[config.mk]
export PLATFORM = sky130hd
export DESIGN_NAME = gpfs_pin_mux
export DESIGN_NICKNAME = d
export VERILOG_FILES = /design/src/gpfs_led_timer.v /design/src/gpfs_pin_mux.v
export VERILOG_INCLUDE_DIRS = /design/src /design/src/src
export SDC_FILE = /design/constraint.sdc
export NUM_CORES = 1
export LEC_CHECK = 0
export BUFFER_PORTS_ARGS = -buffer_cell sky130_fd_sc_hd__clkbuf_2
export CELL_PAD_IN_SITES_DETAIL_PLACEMENT = 0
export CELL_PAD_IN_SITES_GLOBAL_PLACEMENT = 1
export CORE_MARGIN = 4
export CORE_UTILIZATION = 38
export DETAILED_ROUTE_END_ITERATION = 7
export PLACE_DENSITY_LB_ADDON = 0.1
export REMOVE_ABC_BUFFERS = 1
export SKIP_LAST_GASP = 1
export SYNTH_ARGS = -nofsm -noshare
export SYNTH_HDL_FRONTEND = slang
export SYNTH_SLANG_ARGS = --single-unit
[constraint.sdc]
create_clock -name REF_CLK -period 2.9 [get_ports REF_CLK]
set_clock_uncertainty 0.2 [all_clocks]
set_input_delay 0.145 -clock REF_CLK [delete_from_list [all_inputs] [get_ports REF_CLK]]
set_output_delay 0.145 -clock REF_CLK [all_outputs]
set_load 0.03 [all_outputs]
[src/gpfs_map.vh]
// Purpose: Offsets, field positions, reset values and timing counts of the pin function block
// Assumes: Byte-addressed plain register port, 32-bit data
// Notes:   Definitions only
`ifndef GPFS_MAP_VH
`define GPFS_MAP_VH
`define GPFS_ADDR_W          8
`define GPFS_OFS_FUNC_SEL    8'h00
`define GPFS_OFS_BLINK       8'h04
`define GPFS_OFS_STATUS      8'h08
`define GPFS_FUNC_RESET      32'h00000000
`define GPFS_FUNC_MASK       32'h00ffffc0
`define GPFS_BLINK_RESET     8'h20
`define GPFS_BLINK_W         8
`define GPFS_SEL_LSB0        6
`define GPFS_SEL_W           2
`define GPFS_NUM_PINS        9
`define GPFS_CODE_DEDICATED  2'h1
`define GPFS_CODE_DEFAULT    2'h0
`define GPFS_TICK_NS         14'd10000
`define GPFS_CLK_NS          14'd100
`define GPFS_TICK_CYC        (`GPFS_TICK_NS / `GPFS_CLK_NS)
`endif

[src/gpfs_led_timer.v]
// Purpose: One LED driver: stretches an event or a level by the blink time
// Assumes: Inputs on the same clock; tick is a one-cycle pulse
// Notes:   Output held for blink ticks after the last cause, the first of them possibly partial
`timescale 1ns/1ps
module gpfs_led_timer
#(
   parameter BLINK_W = 8
)
(
   // Clock and reset
   input  wire               clk,
   input  wire               reset_n,
   // Control
   input  wire               tick,
   input  wire               cause,
   input  wire [BLINK_W-1:0] blink,
   // Output
   output reg                led_ff
);
   reg  [BLINK_W-1:0] count_ff;
   reg  [BLINK_W-1:0] nxt_count;

   // Reload on cause, count down on tick
   always @*
   begin
      nxt_count = count_ff;
      if (cause)
         nxt_count = blink;
      else if (tick && count_ff != {BLINK_W{1'b0}})
         nxt_count = count_ff - {{(BLINK_W-1){1'b0}}, 1'b1};
   end

   // Counter and output flops
   always @(posedge clk or negedge reset_n)
   begin
      if (!reset_n)
      begin
         count_ff <= {BLINK_W{1'b0}};
         led_ff   <= 1'b0;
      end
      else
      begin
         count_ff <= nxt_count;
         led_ff   <= cause | (nxt_count != {BLINK_W{1'b0}});
      end
   end
endmodule // gpfs_led_timer

[src/gpfs_pin_mux.v]
// Purpose: Pin function multiplexer for nine multi-purpose pins with LED drivers
// Assumes: 10 MHz REF_CLK; event inputs come from logic on the same clock
// Notes:   Pin 7 input passes two flops before use
// Notes on behaviour
// Pin 0 selector: 00 general I/O (reset), 01 receive-good LED.
// Receive-good LED pulses for blink time after each good-CRC frame; the code may end it up to one tick short.
// Pin 1 selector: 00 general I/O (reset), 01 frame-delimiter LED.
// Frame-delimiter LED pulses for blink time when start delimiter seen; the code may end it up to one tick short.
// Pin 2 selector: 00 general I/O (reset), 01 receive-active LED.
// Receive-active LED on while receiver on, then at least blink time; the code may end it up to one tick short.
// Pin 3 selector: 00 general I/O (reset), 01 transmit LED.
// Transmit LED pulses for blink time after each sent frame; the code may end it up to one tick short.
// Pin 4 selector: 00 general I/O (reset), 01 amplifier enable.
// Pin 5 selector: 00 general I/O (reset), 01 transmit switch enable.
// Pin 6 selector: 00 general I/O (reset), 01 receive switch enable.
// Pin 7 selector: 00 sync input (reset), 01 general I/O.
// Pin 8 selector: 00 interrupt output (reset).
// Pin 8 selector code 01 selects general I/O.
// Software never writes codes 10 or 11 into any selector.
// Software writes zero to reserved bits 5..0 and 31..24.
// Selector register is 32-bit read-write at offset 00, cleared at reset.
//
// The implementer's own choice: strobed register access.
`timescale 1ns/1ps
`include "gpfs_map.vh"
module gpfs_pin_mux
#(
   parameter NUM_PINS = `GPFS_NUM_PINS,
   parameter BLINK_W  = `GPFS_BLINK_W
)
(
   // Clock and reset
   input  wire                    REF_CLK,
   input  wire                    RESET_N,
   // Register port
   input  wire [`GPFS_ADDR_W-1:0] REG_ADDR,
   input  wire [31:0]             REG_WDATA,
   input  wire                    REG_WR,
   input  wire                    REG_RD,
   output reg  [31:0]             REG_RDATA,
   // Radio events and levels
   input  wire                    RX_GOOD_FRAME,
   input  wire                    RX_FRAME_DELIM,
   input  wire                    RX_ENABLED,
   input  wire                    TX_FRAME_DONE,
   input  wire                    AMP_ENABLE,
   input  wire                    TX_SWITCH_ENABLE,
   input  wire                    RX_SWITCH_ENABLE,
   input  wire                    IRQ_REQUEST,
   // General I/O core side
   input  wire [NUM_PINS-1:0]     GPIO_OUT,
   input  wire [NUM_PINS-1:0]     GPIO_OE,
   output reg  [NUM_PINS-1:0]     GPIO_IN,
   output reg                     SYNC_IN,
   // Pads
   input  wire [NUM_PINS-1:0]     PIN_I,
   output reg  [NUM_PINS-1:0]     PIN_O,
   output reg  [NUM_PINS-1:0]     PIN_OE
);
   localparam [13:0] TICK_CYC = `GPFS_TICK_CYC;

   reg  [31:0]           func_sel_ff;
   reg  [BLINK_W-1:0]    blink_ff;
   reg  [13:0]           tick_cnt_ff;
   reg                   tick_ff;
   reg  [NUM_PINS-1:0]   pin_meta_ff;
   reg  [NUM_PINS-1:0]   pin_sync_ff;
   wire [3:0]            led_w;
   wire [3:0]            led_cause;
   reg  [NUM_PINS-1:0]   ded_val;
   reg  [NUM_PINS-1:0]   ded_oe;
   wire [NUM_PINS-1:0]   is_gpio;
   wire [NUM_PINS-1:0]   nxt_pin_o;
   wire [NUM_PINS-1:0]   nxt_pin_oe;
   reg  [NUM_PINS-1:0]   nxt_gpio_in;
   reg                   nxt_sync_in;
   reg  [31:0]           nxt_rdata;
   reg  [31:0]           nxt_func_sel;
   reg  [BLINK_W-1:0]    nxt_blink;
   reg  [13:0]           nxt_tick_cnt;
   reg                   nxt_tick;
   wire                  tick_wrap;
   wire                  hit_func_sel;
   wire                  hit_blink;
   wire                  hit_status;
   wire [31:0]           status_word;

   // Selector field of one pin
   function [1:0] sel_of;
      input [31:0] reg_val;
      input integer pin;
      begin
         sel_of = reg_val[`GPFS_SEL_LSB0 + 2*pin +: `GPFS_SEL_W];
      end
   endfunction

   // Register port address match
   function addr_is;
      input [`GPFS_ADDR_W-1:0] addr;
      input [`GPFS_ADDR_W-1:0] ofs;
      begin
         addr_is = (addr == ofs);
      end
   endfunction

   // General I/O or dedicated function for one selector code;
   // pins 7 and 8 default to their function, the others to general I/O,
   // so a reserved code falls back to the reset behaviour of its pin
   function code_is_gpio;
      input [1:0]   code;
      input integer pin;
      begin
         if (pin < 7)
            code_is_gpio = (code != `GPFS_CODE_DEDICATED);
         else
            code_is_gpio = (code == `GPFS_CODE_DEDICATED);
      end
   endfunction

   // Address decode for the write path; the read path decodes REG_ADDR in its own case
   assign hit_func_sel = addr_is(REG_ADDR, `GPFS_OFS_FUNC_SEL);
   assign hit_blink    = addr_is(REG_ADDR, `GPFS_OFS_BLINK);
   assign hit_status   = addr_is(REG_ADDR, `GPFS_OFS_STATUS);

   // Next selector and blink values; reserved selector bits never stored
   // Writes to other offsets, the status word included, are ignored
   always @*
   begin
      nxt_func_sel = func_sel_ff;
      nxt_blink    = blink_ff;
      if (REG_WR && hit_func_sel)
         nxt_func_sel = REG_WDATA & `GPFS_FUNC_MASK;
      if (REG_WR && hit_blink)
         nxt_blink = REG_WDATA[BLINK_W-1:0];
   end

   // Selector register and blink time
   always @(posedge REF_CLK or negedge RESET_N)
   begin
      if (!RESET_N)
      begin
         func_sel_ff <= `GPFS_FUNC_RESET;
         blink_ff    <= `GPFS_BLINK_RESET;
      end
      else
      begin
         func_sel_ff <= nxt_func_sel;
         blink_ff    <= nxt_blink;
      end
   end

   // Read data one cycle after the strobe, zero otherwise
   always @*
   begin
      nxt_rdata = 32'h00000000;
      if (REG_RD)
      begin
         case (REG_ADDR)
            `GPFS_OFS_FUNC_SEL: nxt_rdata = func_sel_ff;
            `GPFS_OFS_BLINK:    nxt_rdata = {{(32-BLINK_W){1'b0}}, blink_ff};
            `GPFS_OFS_STATUS:   nxt_rdata = status_word;
            default:            nxt_rdata = 32'h00000000;
         endcase
      end
   end

   // Status word: LED drive states above the synchronised pads
   assign status_word = {{(32-4-NUM_PINS){1'b0}}, led_w, pin_sync_ff};

   // Blink tick every 10 us; the counter wraps so ticks never drift
   // A stretcher may see its first tick early, so an LED can end one tick short
   assign tick_wrap = (tick_cnt_ff == TICK_CYC - 14'h0001);

   // Next tick counter value
   always @*
   begin
      nxt_tick_cnt = tick_wrap ? 14'h0000 : tick_cnt_ff + 14'h0001;
      nxt_tick     = tick_wrap;
   end

   // Tick counter and tick pulse
   always @(posedge REF_CLK or negedge RESET_N)
   begin
      if (!RESET_N)
      begin
         tick_cnt_ff <= 14'h0000;
         tick_ff     <= 1'b0;
      end
      else
      begin
         tick_ff     <= nxt_tick;
         tick_cnt_ff <= nxt_tick_cnt;
      end
   end

   // LED causes
   assign led_cause[0] = RX_GOOD_FRAME;
   assign led_cause[1] = RX_FRAME_DELIM;
   assign led_cause[2] = RX_ENABLED;
   assign led_cause[3] = TX_FRAME_DONE;

   // One stretcher per LED
   genvar g;
   generate
      for (g = 0; g < 4; g = g + 1)
      begin : g_led
         gpfs_led_timer #(.BLINK_W(BLINK_W)) u_led
         (
            .clk     (REF_CLK),
            .reset_n (RESET_N),
            .tick    (tick_ff),
            .cause   (led_cause[g]),
            .blink   (blink_ff),
            .led_ff  (led_w[g])
         );
      end
   endgenerate

   // Dedicated function of each pin; only pin 7 is an input,
   // every other function pin is driven whenever it is selected
   always @*
   begin
      ded_val = {NUM_PINS{1'b0}};
      ded_oe  = {NUM_PINS{1'b1}};
      ded_val[3:0] = led_w;
      ded_val[4]   = AMP_ENABLE;
      ded_val[5]   = TX_SWITCH_ENABLE;
      ded_val[6]   = RX_SWITCH_ENABLE;
      ded_oe[7]    = 1'b0;
      ded_val[8]   = IRQ_REQUEST;
   end

   // Per-pin choice between general I/O and the dedicated function
   // Pad drive is registered below so each pad output leaves a flop
   generate
      for (g = 0; g < NUM_PINS; g = g + 1)
      begin : g_pin
         assign is_gpio[g]    = code_is_gpio(sel_of(func_sel_ff, g), g);
         assign nxt_pin_o[g]  = is_gpio[g] ? GPIO_OUT[g] : ded_val[g];
         assign nxt_pin_oe[g] = is_gpio[g] ? GPIO_OE[g] : ded_oe[g];
      end
   endgenerate

   // Pad values seen by the core; the sync input only in its own mode
   always @*
   begin
      nxt_gpio_in = pin_sync_ff & is_gpio;
      nxt_sync_in = pin_sync_ff[7] & ~is_gpio[7];
   end

   // Two-flop synchroniser for the pads
   // Only the second stage is read by any logic
   always @(posedge REF_CLK or negedge RESET_N)
   begin
      if (!RESET_N)
      begin
         pin_meta_ff <= {NUM_PINS{1'b0}};
         pin_sync_ff <= {NUM_PINS{1'b0}};
      end
      else
      begin
         pin_meta_ff <= PIN_I;
         pin_sync_ff <= pin_meta_ff;
      end
   end

   // Core-side input flops
   always @(posedge REF_CLK or negedge RESET_N)
   begin
      if (!RESET_N)
      begin
         GPIO_IN <= {NUM_PINS{1'b0}};
         SYNC_IN <= 1'b0;
      end
      else
      begin
         GPIO_IN <= nxt_gpio_in;
         SYNC_IN <= nxt_sync_in;
      end
   end

   // Pad drive flops
   always @(posedge REF_CLK or negedge RESET_N)
   begin
      if (!RESET_N)
      begin
         PIN_O  <= {NUM_PINS{1'b0}};
         PIN_OE <= {NUM_PINS{1'b0}};
      end
      else
      begin
         PIN_O  <= nxt_pin_o;
         PIN_OE <= nxt_pin_oe;
      end
   end

   // Read data flop, zero outside the cycle after a read
   always @(posedge REF_CLK or negedge RESET_N)
   begin
      if (!RESET_N)
         REG_RDATA <= 32'h00000000;
      else
         REG_RDATA <= nxt_rdata;
   end
endmodule // gpfs_pin_mux

### Word level (Yosys, flattened, before mapping)

Index checks and enable logic that the tools add are counted.

* add/sub/neg operators: 5
* equal/unequal tests: 12
* mux-type cells: 29
* bitwise gates (word level): 7
* reductions and logical operators: 15

Operator list (count)
* $pmux 24 s3: 1
* $mux 8: 8
* $reduce_bool 8->1: 8
* $mux 32: 1
* $sub 8x1->8 const B: 4
* $mux 1: 18
* $add 14x1->14 const B: 1
* $eq 14x7->1 const B: 1
* $mux 14: 1
* $ne 2x1->1 const B: 7
* $and 9x9->9: 1
* $eq 8x3->1 const B: 1
* $eq 8x4->1 const B: 1
* $logic_not 8->1: 1
* $logic_and 1x1->1: 6
* $eq 2x1->1 const B: 2
* $or 1x1->1: 4
* $and 1x1->1: 1
* $not 1->1: 1

* register bits: 155
* input port bits: 79
* output and inout port bits: 60
* word-level logic and storage cells: 87

### Longest topological paths before layout

Gate-level depths: netlist of run 1.

* word-level depth: 6
* gate-level depth with buffers: 7
* gate-level depth less buffers: 7

### Cells and area by module

From an unflattened synthesis of run 1, not the netlist that was laid out.

* cell total of the unflattened synthesis: 531
* area, all modules: 6416.2 µm²

Modules (own cells, without submodules)
* gpfs_pin_mux: instances 1, cells each 289, area an instance 4139.0 µm², seq. area each 2778.9 µm²
* gpfs_led_timer (g_led[1].u_led ...): instances 3, cells each 63, area an instance 565.5 µm², seq. area each 225.2 µm²
* gpfs_led_timer (g_led[0].u_led): instances 1, cells each 53, area an instance 580.6 µm², seq. area each 225.2 µm²

### Worst setup path after synthesis of run 1

OpenSTA, ideal clock, no wires.

* path type: reg2reg
* start point: register g_led[3].u_led.count_ff[0]
* end point: register g_led[3].u_led.led_ff
* library setup time: 0.146 ns
* arrival: 2.414 ns
* data required time: 2.554 ns
* slack: 0.139 ns
* stages on the path, launching flop included: 8
* buffers on the path: 0
* period minus slack after synthesis: 2.761 ns
* cell sequence: dfrtp_1 > inv_1 > ha_1 > nor4b_1 > a21boi_0 > mux2_2 > nand4bb_1 > or4b_2

* cells in the longest elaborated chain, start to end: 6
* elaborated cells on any way between the ends: 7
* classes of those cells: add/sub (1); mux (2); bitwise (1); reduce/logical (3)

Ends and longest elaborated chain
* start: declaration: line gpfs_led_timer.v:20 `reg [BLINK_W-1:0] count_ff;`
* start signal: assignment: line gpfs_led_timer.v:38 `count_ff <= {BLINK_W{1'b0}};`
* start signal: assignment: line gpfs_led_timer.v:43 `count_ff <= nxt_count;`
* parallel branches: the longest is 2 deep, another holds $sub 8x1->8
* $mux 8 *: line gpfs_led_timer.v:29 `else if (tick && count_ff != {BLINK_W{1'b0}})`
* $mux 8 *: line gpfs_led_timer.v:27 `if (cause)`
* $reduce_bool 8->1 *: line gpfs_led_timer.v:44 `led_ff <= cause | (nxt_count != {BLINK_W{1'b0}});`
* $or 1x1->1 *: line gpfs_led_timer.v:44
* end signal: assignment: line gpfs_led_timer.v:44
* end: declaration: line gpfs_led_timer.v:18 `output reg led_ff`

Mark *: on every way between the ends.
A chain may end at the register's enable or synchronous reset.

### Worst setup path in the final report of run 1

* start point: register g_led[3].u_led.count_ff[0]
* end point: register g_led[3].u_led.led_ff

* cells in the longest elaborated chain, start to end: 6
* elaborated cells on any way between the ends: 7
* classes of those cells: add/sub (1); mux (2); bitwise (1); reduce/logical (3)

Ends and longest elaborated chain
* parallel branches: the longest is 2 deep, another holds $sub 8x1->8
* $mux 8 *: line gpfs_led_timer.v:29
* $mux 8 *: line gpfs_led_timer.v:27
* net g_led[3].u_led.nxt_count[5]: line gpfs_led_timer.v:21 `reg [BLINK_W-1:0] nxt_count;`
* $reduce_bool 8->1 *: line gpfs_led_timer.v:44
* $or 1x1->1 *: line gpfs_led_timer.v:44

Mark *: on every way through the listed nets, which the timed path passes.

==> results of run 1 <==
registers in the layout (all words and copies together) (netlist names), 4 cells and up:
register              count
PIN_OE                    9
REG_RDATA                24
PIN_O                     9
GPIO_IN                   9
tick_cnt_ff              14
pin_meta_ff               9
pin_sync_ff               9
g_led.u_led.led_ff        4
func_sel_ff              18
blink_ff                  8
g_led.u_led.count_ff     32
tightest hold or removal path: stages:
cell and delay, ns:
clkbuf_2 0.21, mux2i_1 0.20, nor3_1 0.06
power by group through the flow:
stage               logic [W]  clock network (W)  registers (W)
floorplan            0.000194                  0        0.00225
finish               0.000475            0.00218        0.00219
global route         0.000532            0.00231        0.00221
detailed placement   0.000411                  0        0.00223
global placement     0.000405                  0        0.00223
CTS                  0.000482            0.00224        0.00219
final timing paths:
| kind | startpoint | endpoint | slack, ns | depth (start not counted) |
|---|---|---|---|---|
| min | REG_ADDR[3] | REG_RDATA[10] | 0.04 | 3 |
| max reg2reg | g_led[3].u_led.count_ff[0] | g_led[3].u_led.led_ff | 0.20 | 5 |
| min reg2reg | pin_meta_ff[2] | pin_sync_ff[2] | 0.14 | 0 |
| max in group asynchronous | RESET_N | tick_cnt_ff[3] | 1.63 | 3 |
| min in group asynchronous | RESET_N | func_sel_ff[16] | 0.05 | 2 |
| max | g_led[3].u_led.count_ff[0] | g_led[3].u_led.led_ff | 0.20 | 5 |
placed cells by master, fill, tap and decap left out, types with 3 or more instances in the layout:
cell,instances
xnor2_1,15
o21ai_0,20
nor4b_1,3
a22oi_1,6
nand3b_1,3
mux2i_1,16
and2_1,23
or4b_1,3
clkbuf_16,17
and3_1,4
or3_1,6
ha_1,9
bufinv_16,3
o31a_1,3
dlygate4sd3_1,63
nand2_1,32
nand4_1,3
mux2_2,38
buf_4,18
nor4_1,5
a211oi_1,6
a31oi_1,3
conb_1,8
or4b_2,4
nor2b_1,7
a21oi_1,19
nand3_1,7
clkbuf_2,121
dfrtp_1,146
xor2_1,4
nor3_1,17
clkbuf_1,3
nand2b_1,18
inv_1,20
nor2_1,46
through the flow:
step	instances	hold slack [ns]	utilization	total power, W
3_5_place_dp	876	-0.0536	0.449	0.00264
6_report	969	0.0418	0.526	0.00485
2_1_floorplan	519	-0.351	-	0.00244
5_1_grt	969	0.0530	0.526	0.00505
4_1_cts	969	0.0230	0.525	0.00491
3_3_place_gp	876	-0.0593	0.449	0.00263
final cells by class:
type                    instances  area share
inverters                      20     0.00892
clock buffers                  21      0.0535
multi-input cells             352       0.286
repair buffers                204       0.167
well taps                     216      0.0321
flip-flops and latches        147       0.437
clock inverters                 9      0.0158
per-layer routing:
layer | global-route usage | vias to the layer above | part of all wire
li1 | - | 2257 | -
met1 | 0.223 | 2315 | 0.46
met2 | 0.272 | 124 | 0.47
met3 | 0.0426 | 18 | 0.058
met4 | 0.0594 | 0 | 0.016
met5 | 0 | - | 0
cell families after synthesis:
logic type      after synthesis  share of synthesized area
simple gates                190                      0.164
flops                       147                      0.589
compound gates               72                     0.0755
mux                          54                     0.0941
buf+inv                      45                     0.0324
xor+xnor                     19                     0.0266
fa+ha+maj                     9                     0.0180
other cells                   1                   0.000600
repair_timing:
action / CTS / global route
hold buffers: 63 / 0
resized for setup: 0 / 2
setup endpoints to repair: 0 / 2
hold endpoints to repair: 200 / 0
==> summary.md, run 1 <==
| Metric | Value |
|---|---|
| Detailed Routing Iterations Pass 1 | 4 |
| CP max FO | 6 |
| Final Hold Fails | 0 |
| Crit path arrival time | 2.77 ns |
| Unrepaired setup endpoints after global routing | false |
| Initial antenna violation count | 0 |
| I/O pin count | 139 |
| ANT cells | 0 |
| Crit path capture type | register |
| Netlist cell types | 53 |
| Post-route setup slack | 0.199 ns |
| Int Power | 0.00371 W |
| GRT Resource Usage Total | 0.169 |
| Post-route ant nets | 0 |
| Max Cap Violations | 0 |
| Synth async-reset ratio | 1.00 |
| CTS tree | yes |
| Min Clock Period, post-route | 2.70 ns |
| Yosys warns | 0 |
| Slew Limit Headroom | 0.511 |
| Post-synth EDFFs | 0 |
| Setup TNS Final | 0 ns |
| Total grt overflow | 0 |
| Setup bufs post-CTS | 0 |
| Die extent in y | 136 µm |
| Slew Viols, Final | 0 |
| Detailed Route Iter0 Violations | 165 |
| Fin nets | 830 |
| Top cell type's share of synthesized area | 0.585 |
| Post-DP HPWL | 10.7 mm |
| Crit path buf inv count | 0 |
| Required @ worst endpoint | 2.97 ns |
| Sequential power share | 0.452 |
| Top cells by area, synth | dfrtp_1 58%, mux2_2 6.8%, nor2_1 2.8%, mux2i_1 2.6%, and2_1 2.3% |
| Vias in the first global route | 4657 |
| Post-Syn Area | 0.00625 mm² |
| Combinational share of power | 0.098 |
| Kind of critical path | register to register |
| Final Setup Violations | 0 |
| P_sw | 0.00113 W |
| Seq/Total Area, Yosys | 0.589 |
| Startpoint types | register |
| Starting Density | 0.390 |
| Worst-Skew Late Latency | 0.41 ns |
| Synthesized instance count | 537 |
| Synth Flop Type | dfrtp_1 |
| Synth Register Bits | 147 |
| Power Density | 576 mW/mm² |
| Multi-input gate area | 0.00240 mm² |
| Count leader, synth | dfrtp_1 |
| I/O Buffers | 122 |
| Worst hold path class | primary input to register |
| Leakage | 3.97 nW |
| Max IR drop VDD | 397 µV |
| # H-tree levels | 4 |
| Share of post-route cells with drive strength above 1 | 0.287 |
| Layout area overhead | 34.7% |
| Full die area | 0.0186 mm² |
| Synth top cells by count | 146 x dfrtp_1, 46 x nor2_1, 38 x mux2_2 |
| Clock sinks | 147 |
| Dominant cell type by area after synthesis | dfrtp_1 |
| FMAX | 370 MHz |
| Vias/cell | 4.86 |
| Switching share of power | 0.234 |
| Routability cong. | 0.745 |
| Clk slew on worst S/H paths | 0.06 ns |
| Drt wl/cell | 15.5 µm |
| Die Wd | 136 µm |
| Status | complete, no violations |
| DRC | 0 |
| Core footprint | 0.0160 mm² |
| Slowest cell delay on critical path | 0.70 ns |
| CTS Root Cell | clkbuf_16 |
| Global-route wire length before repair | 24.3 mm |
| Fin crit share | 0.931 |
| Largest net degree at the start of global routing | 59 |
| Num CTS Buffers | 17 |
| Fillcell total | 1452 |
| DR vias | 4714 |
| Worst-Margin Slew | 0.732 ns |
| Mapped Avg Cell Area | 11.6 µm² |
| Dpl cell area | 0.00719 mm² |
| Post-Place Setup Slack | 0.161 ns |
| Final WL | 15.0 mm |
| Storage element area | 0.00368 mm² |
| FP Rows | 46 |
| Final instance area | 0.00841 mm² |
| Clk pwr share | 0.450 |
| Longest Clk Path Bufs | 2 |
| Cell mode on critical path | or4b_2 |
| CP delay by family, top | simple AND/OR/NAND/NOR gates |
| Critical path's slowest cell | or4b_2 |
| Crit-path cells | or4b_2, nor3_2, mux2i_1, o21ai_0, or4b_2 |
(Power assumes the default switching activity.)
==> run 2: changes to the inputs <==
- CELL_PAD_IN_SITES_GLOBAL_PLACEMENT: 1 -> 2
- CORE_UTILIZATION: 38 -> 31
==> summary.md, run 2 (same netlist as run 1, synthesis figures left out) <==
| Metric | Value |
|---|---|
| Status | complete, no violations |
| Global-route wire length before repair | 25.6 mm (+5.6%) |
| Post-layout util | 0.433 (-0.0933) |
| Cell mode on critical path | or4b_2 |
| Critical path's slowest cell | or4b_2 |
| FMAX | 366 MHz (-1.0%) |
| Die extent in y | 150 µm (+10%) |
| Crit path buf inv count | 0 (unchanged) |
| Hold_sp | REG_WR |
| Final Setup Violations | 0 (unchanged) |
| I/O Buffers | 122 (unchanged) |
| Worst-Margin Slew | 0.905 ns (+0.174 ns) |
| ANT cells | 0 (unchanged) |
| Unrepaired setup endpoints after global routing | false |
| Crit-path cells | or4b_2, nor3_2, mux2i_1, o21ai_0, or4b_2 |
| Vias/cell | 4.59 (-5.7%) |
| Slew Limit Headroom | 0.397 (-0.115) |
| Final instance area | 0.00850 mm² (+1.0%) |
| Storage element area | 0.00368 mm² (unchanged) |
| Detailed Route Iter0 Violations | 143 (-13%) |
| Max Cap Violations | 0 (unchanged) |
| Largest net degree at the start of global routing | 95 (+61%) |
| Startpoint types | register |
| Share of post-route cells with drive strength above 1 | 0.291 (+0.00398) |
| Fillcell total | 1941 (+34%) |
| Slew Viols, Final | 0 (unchanged) |
| Worst-Skew Late Latency | 0.42 ns (about the same) |
| Biggest register | g_led.u_led.count_ff |
| Fin nets | 829 (-0.12%) |
| Slowest cell delay on critical path | 0.72 ns (+0.02 ns) |
| Initial antenna violation count | 0 (unchanged) |
| Clk slew on worst S/H paths | 0.07 ns (about the same) |
| R2R Path Start | g_led[3].u_led.count_ff[0] |
| Num CTS Buffers | 17 (unchanged) |
| I/O pin count | 139 (unchanged) |
| Sequential power share | 0.440 (-0.012) |
| DRC | 0 (unchanged) |
| GRT Resource Usage Total | 0.148 (-0.0211) |
| Post-DP HPWL | 11.5 mm (+7.7%) |
| Setup TNS Final | 0 ns (unchanged) |
| Clk pwr share | 0.464 (+0.014) |
| # H-tree levels | 4 (unchanged) |
| CTS Root Cell | clkbuf_16 |
| Full die area | 0.0225 mm² (+21%) |
| Longest Clk Path Bufs | 2 (unchanged) |
| Most frequent cells in the layout | 146 x dfrtp_1, 121 x clkbuf_2, 63 x dlygate4sd3_1 |
| Setup crit start | g_led[3].u_led.count_ff[0] |
| Leakage | 3.98 nW (+0.34%) |
| Multi-input gate area | 0.00240 mm² (unchanged) |
| DR vias | 4669 (-0.95%) |
| Final WL | 16.1 mm (+7.3%) |
| Combinational share of power | 0.096 (-0.002) |
| Final non-filler cell total | 1018 (+5.1%) |
| Switching share of power | 0.253 (+0.0188) |
| P_sw | 0.00126 W (+11%) |
| Vias in the first global route | 4827 (+3.7%) |
| Min Clock Period, post-route | 2.73 ns (+0.0275 ns) |
| CP delay by family, top | simple AND/OR/NAND/NOR gates |
| Core footprint | 0.0197 mm² (+23%) |
| Most common cell after layout, fill and taps aside | dfrtp_1 |
| Crit path arrival time | 2.80 ns (+0.03 ns) |
| Post-route ant nets | 0 (unchanged) |
| Int Power | 0.00373 W (+0.38%) |
| Routability cong. | 0.804 (+7.9%) |
| Layout area overhead | 36.1% |
| Final Hold Fails | 0 (unchanged) |
| Dpl cell area | 0.00724 mm² (+0.75%) |
| Power Density | 587 mW/mm² (+1.8%) |
| Dpl cells | 924 (+5.5%) |
| Max IR drop VDD | 369 µV (-7.1%) |
| Total chip power | 0.00499 W (+2.9%) |
| Crit path capture type | register |
| Starting Density | 0.318 (-0.0726) |
| Kind of critical path | register to register |
| Drt wl/cell | 15.8 µm (+2.2%) |
| FP Rows | 51 (+11%) |
| Top flop regs | g_led.u_led.count_ff x32, REG_RDATA x24, func_sel_ff x18 |
| CTS tree | yes |
| Max reg flops | 32 (unchanged) |
| Worst hold path class | primary input to register |
| Required @ worst endpoint | 2.97 ns (about the same) |
| CP max FO | 6 (unchanged) |
| Detailed Routing Iterations Pass 1 | 7 (+3) |
| Total grt overflow | 0 (unchanged) |
| Fin crit share | 0.941 (+0.00950) |
| Clock sinks | 147 (unchanged) |
| Die Wd | 150 µm (+10%) |
-- run 2: power by group through the flow --
| stage | logic, W | clock network, W | registers, W |
|---|---|---|---|
| floorplan | 0.000194 | 0 | 0.00225 |
| global route | 0.000536 | 0.00249 | 0.00221 |
| global placement | 0.000413 | 0 | 0.00223 |
| detailed placement | 0.000417 | 0 | 0.00223 |
| CTS | 0.000486 | 0.00240 | 0.00220 |
| finish | 0.000479 | 0.00232 | 0.00220 |
-- run 2: layout make-up --
class | instances | share of cell area
Clock inverter | 14 | 0.0225
Sequential cell | 147 | 0.433
Multi-Input combinational cell | 352 | 0.283
Tap cell | 265 | 0.0390
Inverter | 20 | 0.00883
Clock buffer | 17 | 0.0500
Timing Repair Buffer | 203 | 0.164
-- run 2: worst reg2reg max path, delay by kind of cell, from the launching register on --
family          cells  cell delay, ns
compound gates      1            0.11
flops               1            0.44
mux                 1            0.20
simple gates        3            1.63
-- run 2: repair_timing --
item / 4_1_cts / 5_1_grt
hold buffers: 63 / 0
endpoints found under the setup margin: 0 / 1
resized for setup: 0 / 2
hold endpoints to repair: 180 / 0
setup buffers: 0 / 0
-- run 2: final timing paths --
path	endpoint	slack, ns	depth (start not counted)
max	g_led[3].u_led.led_ff	0.17	5
min	func_sel_ff[6]	0.05	4
max reg2reg	g_led[3].u_led.led_ff	0.17	5
min reg2reg	pin_sync_ff[3]	0.15	0
max in group asynchronous	blink_ff[5]	1.51	3
min in group asynchronous	pin_meta_ff[6]	0.18	2
-- run 2: stage by stage --
stage / hold WS, ns / setup WS, ns
floorplan: -0.351 / 0.139
global placement: 0.0538 / 0.138
detailed placement: 0.0547 / 0.0849
CTS: 0.0387 / 0.0668
global route: 0.0576 / 0.00693
finish: 0.0505 / 0.171
-- run 2: metal layers --
metal	vias to the layer above	GRT usage	share of wire
li1	2265	-	-
met1	2254	0.200	0.47
met2	137	0.237	0.46
met3	13	0.0403	0.056
met4	0	0.0343	0.0097
met5	-	0	0
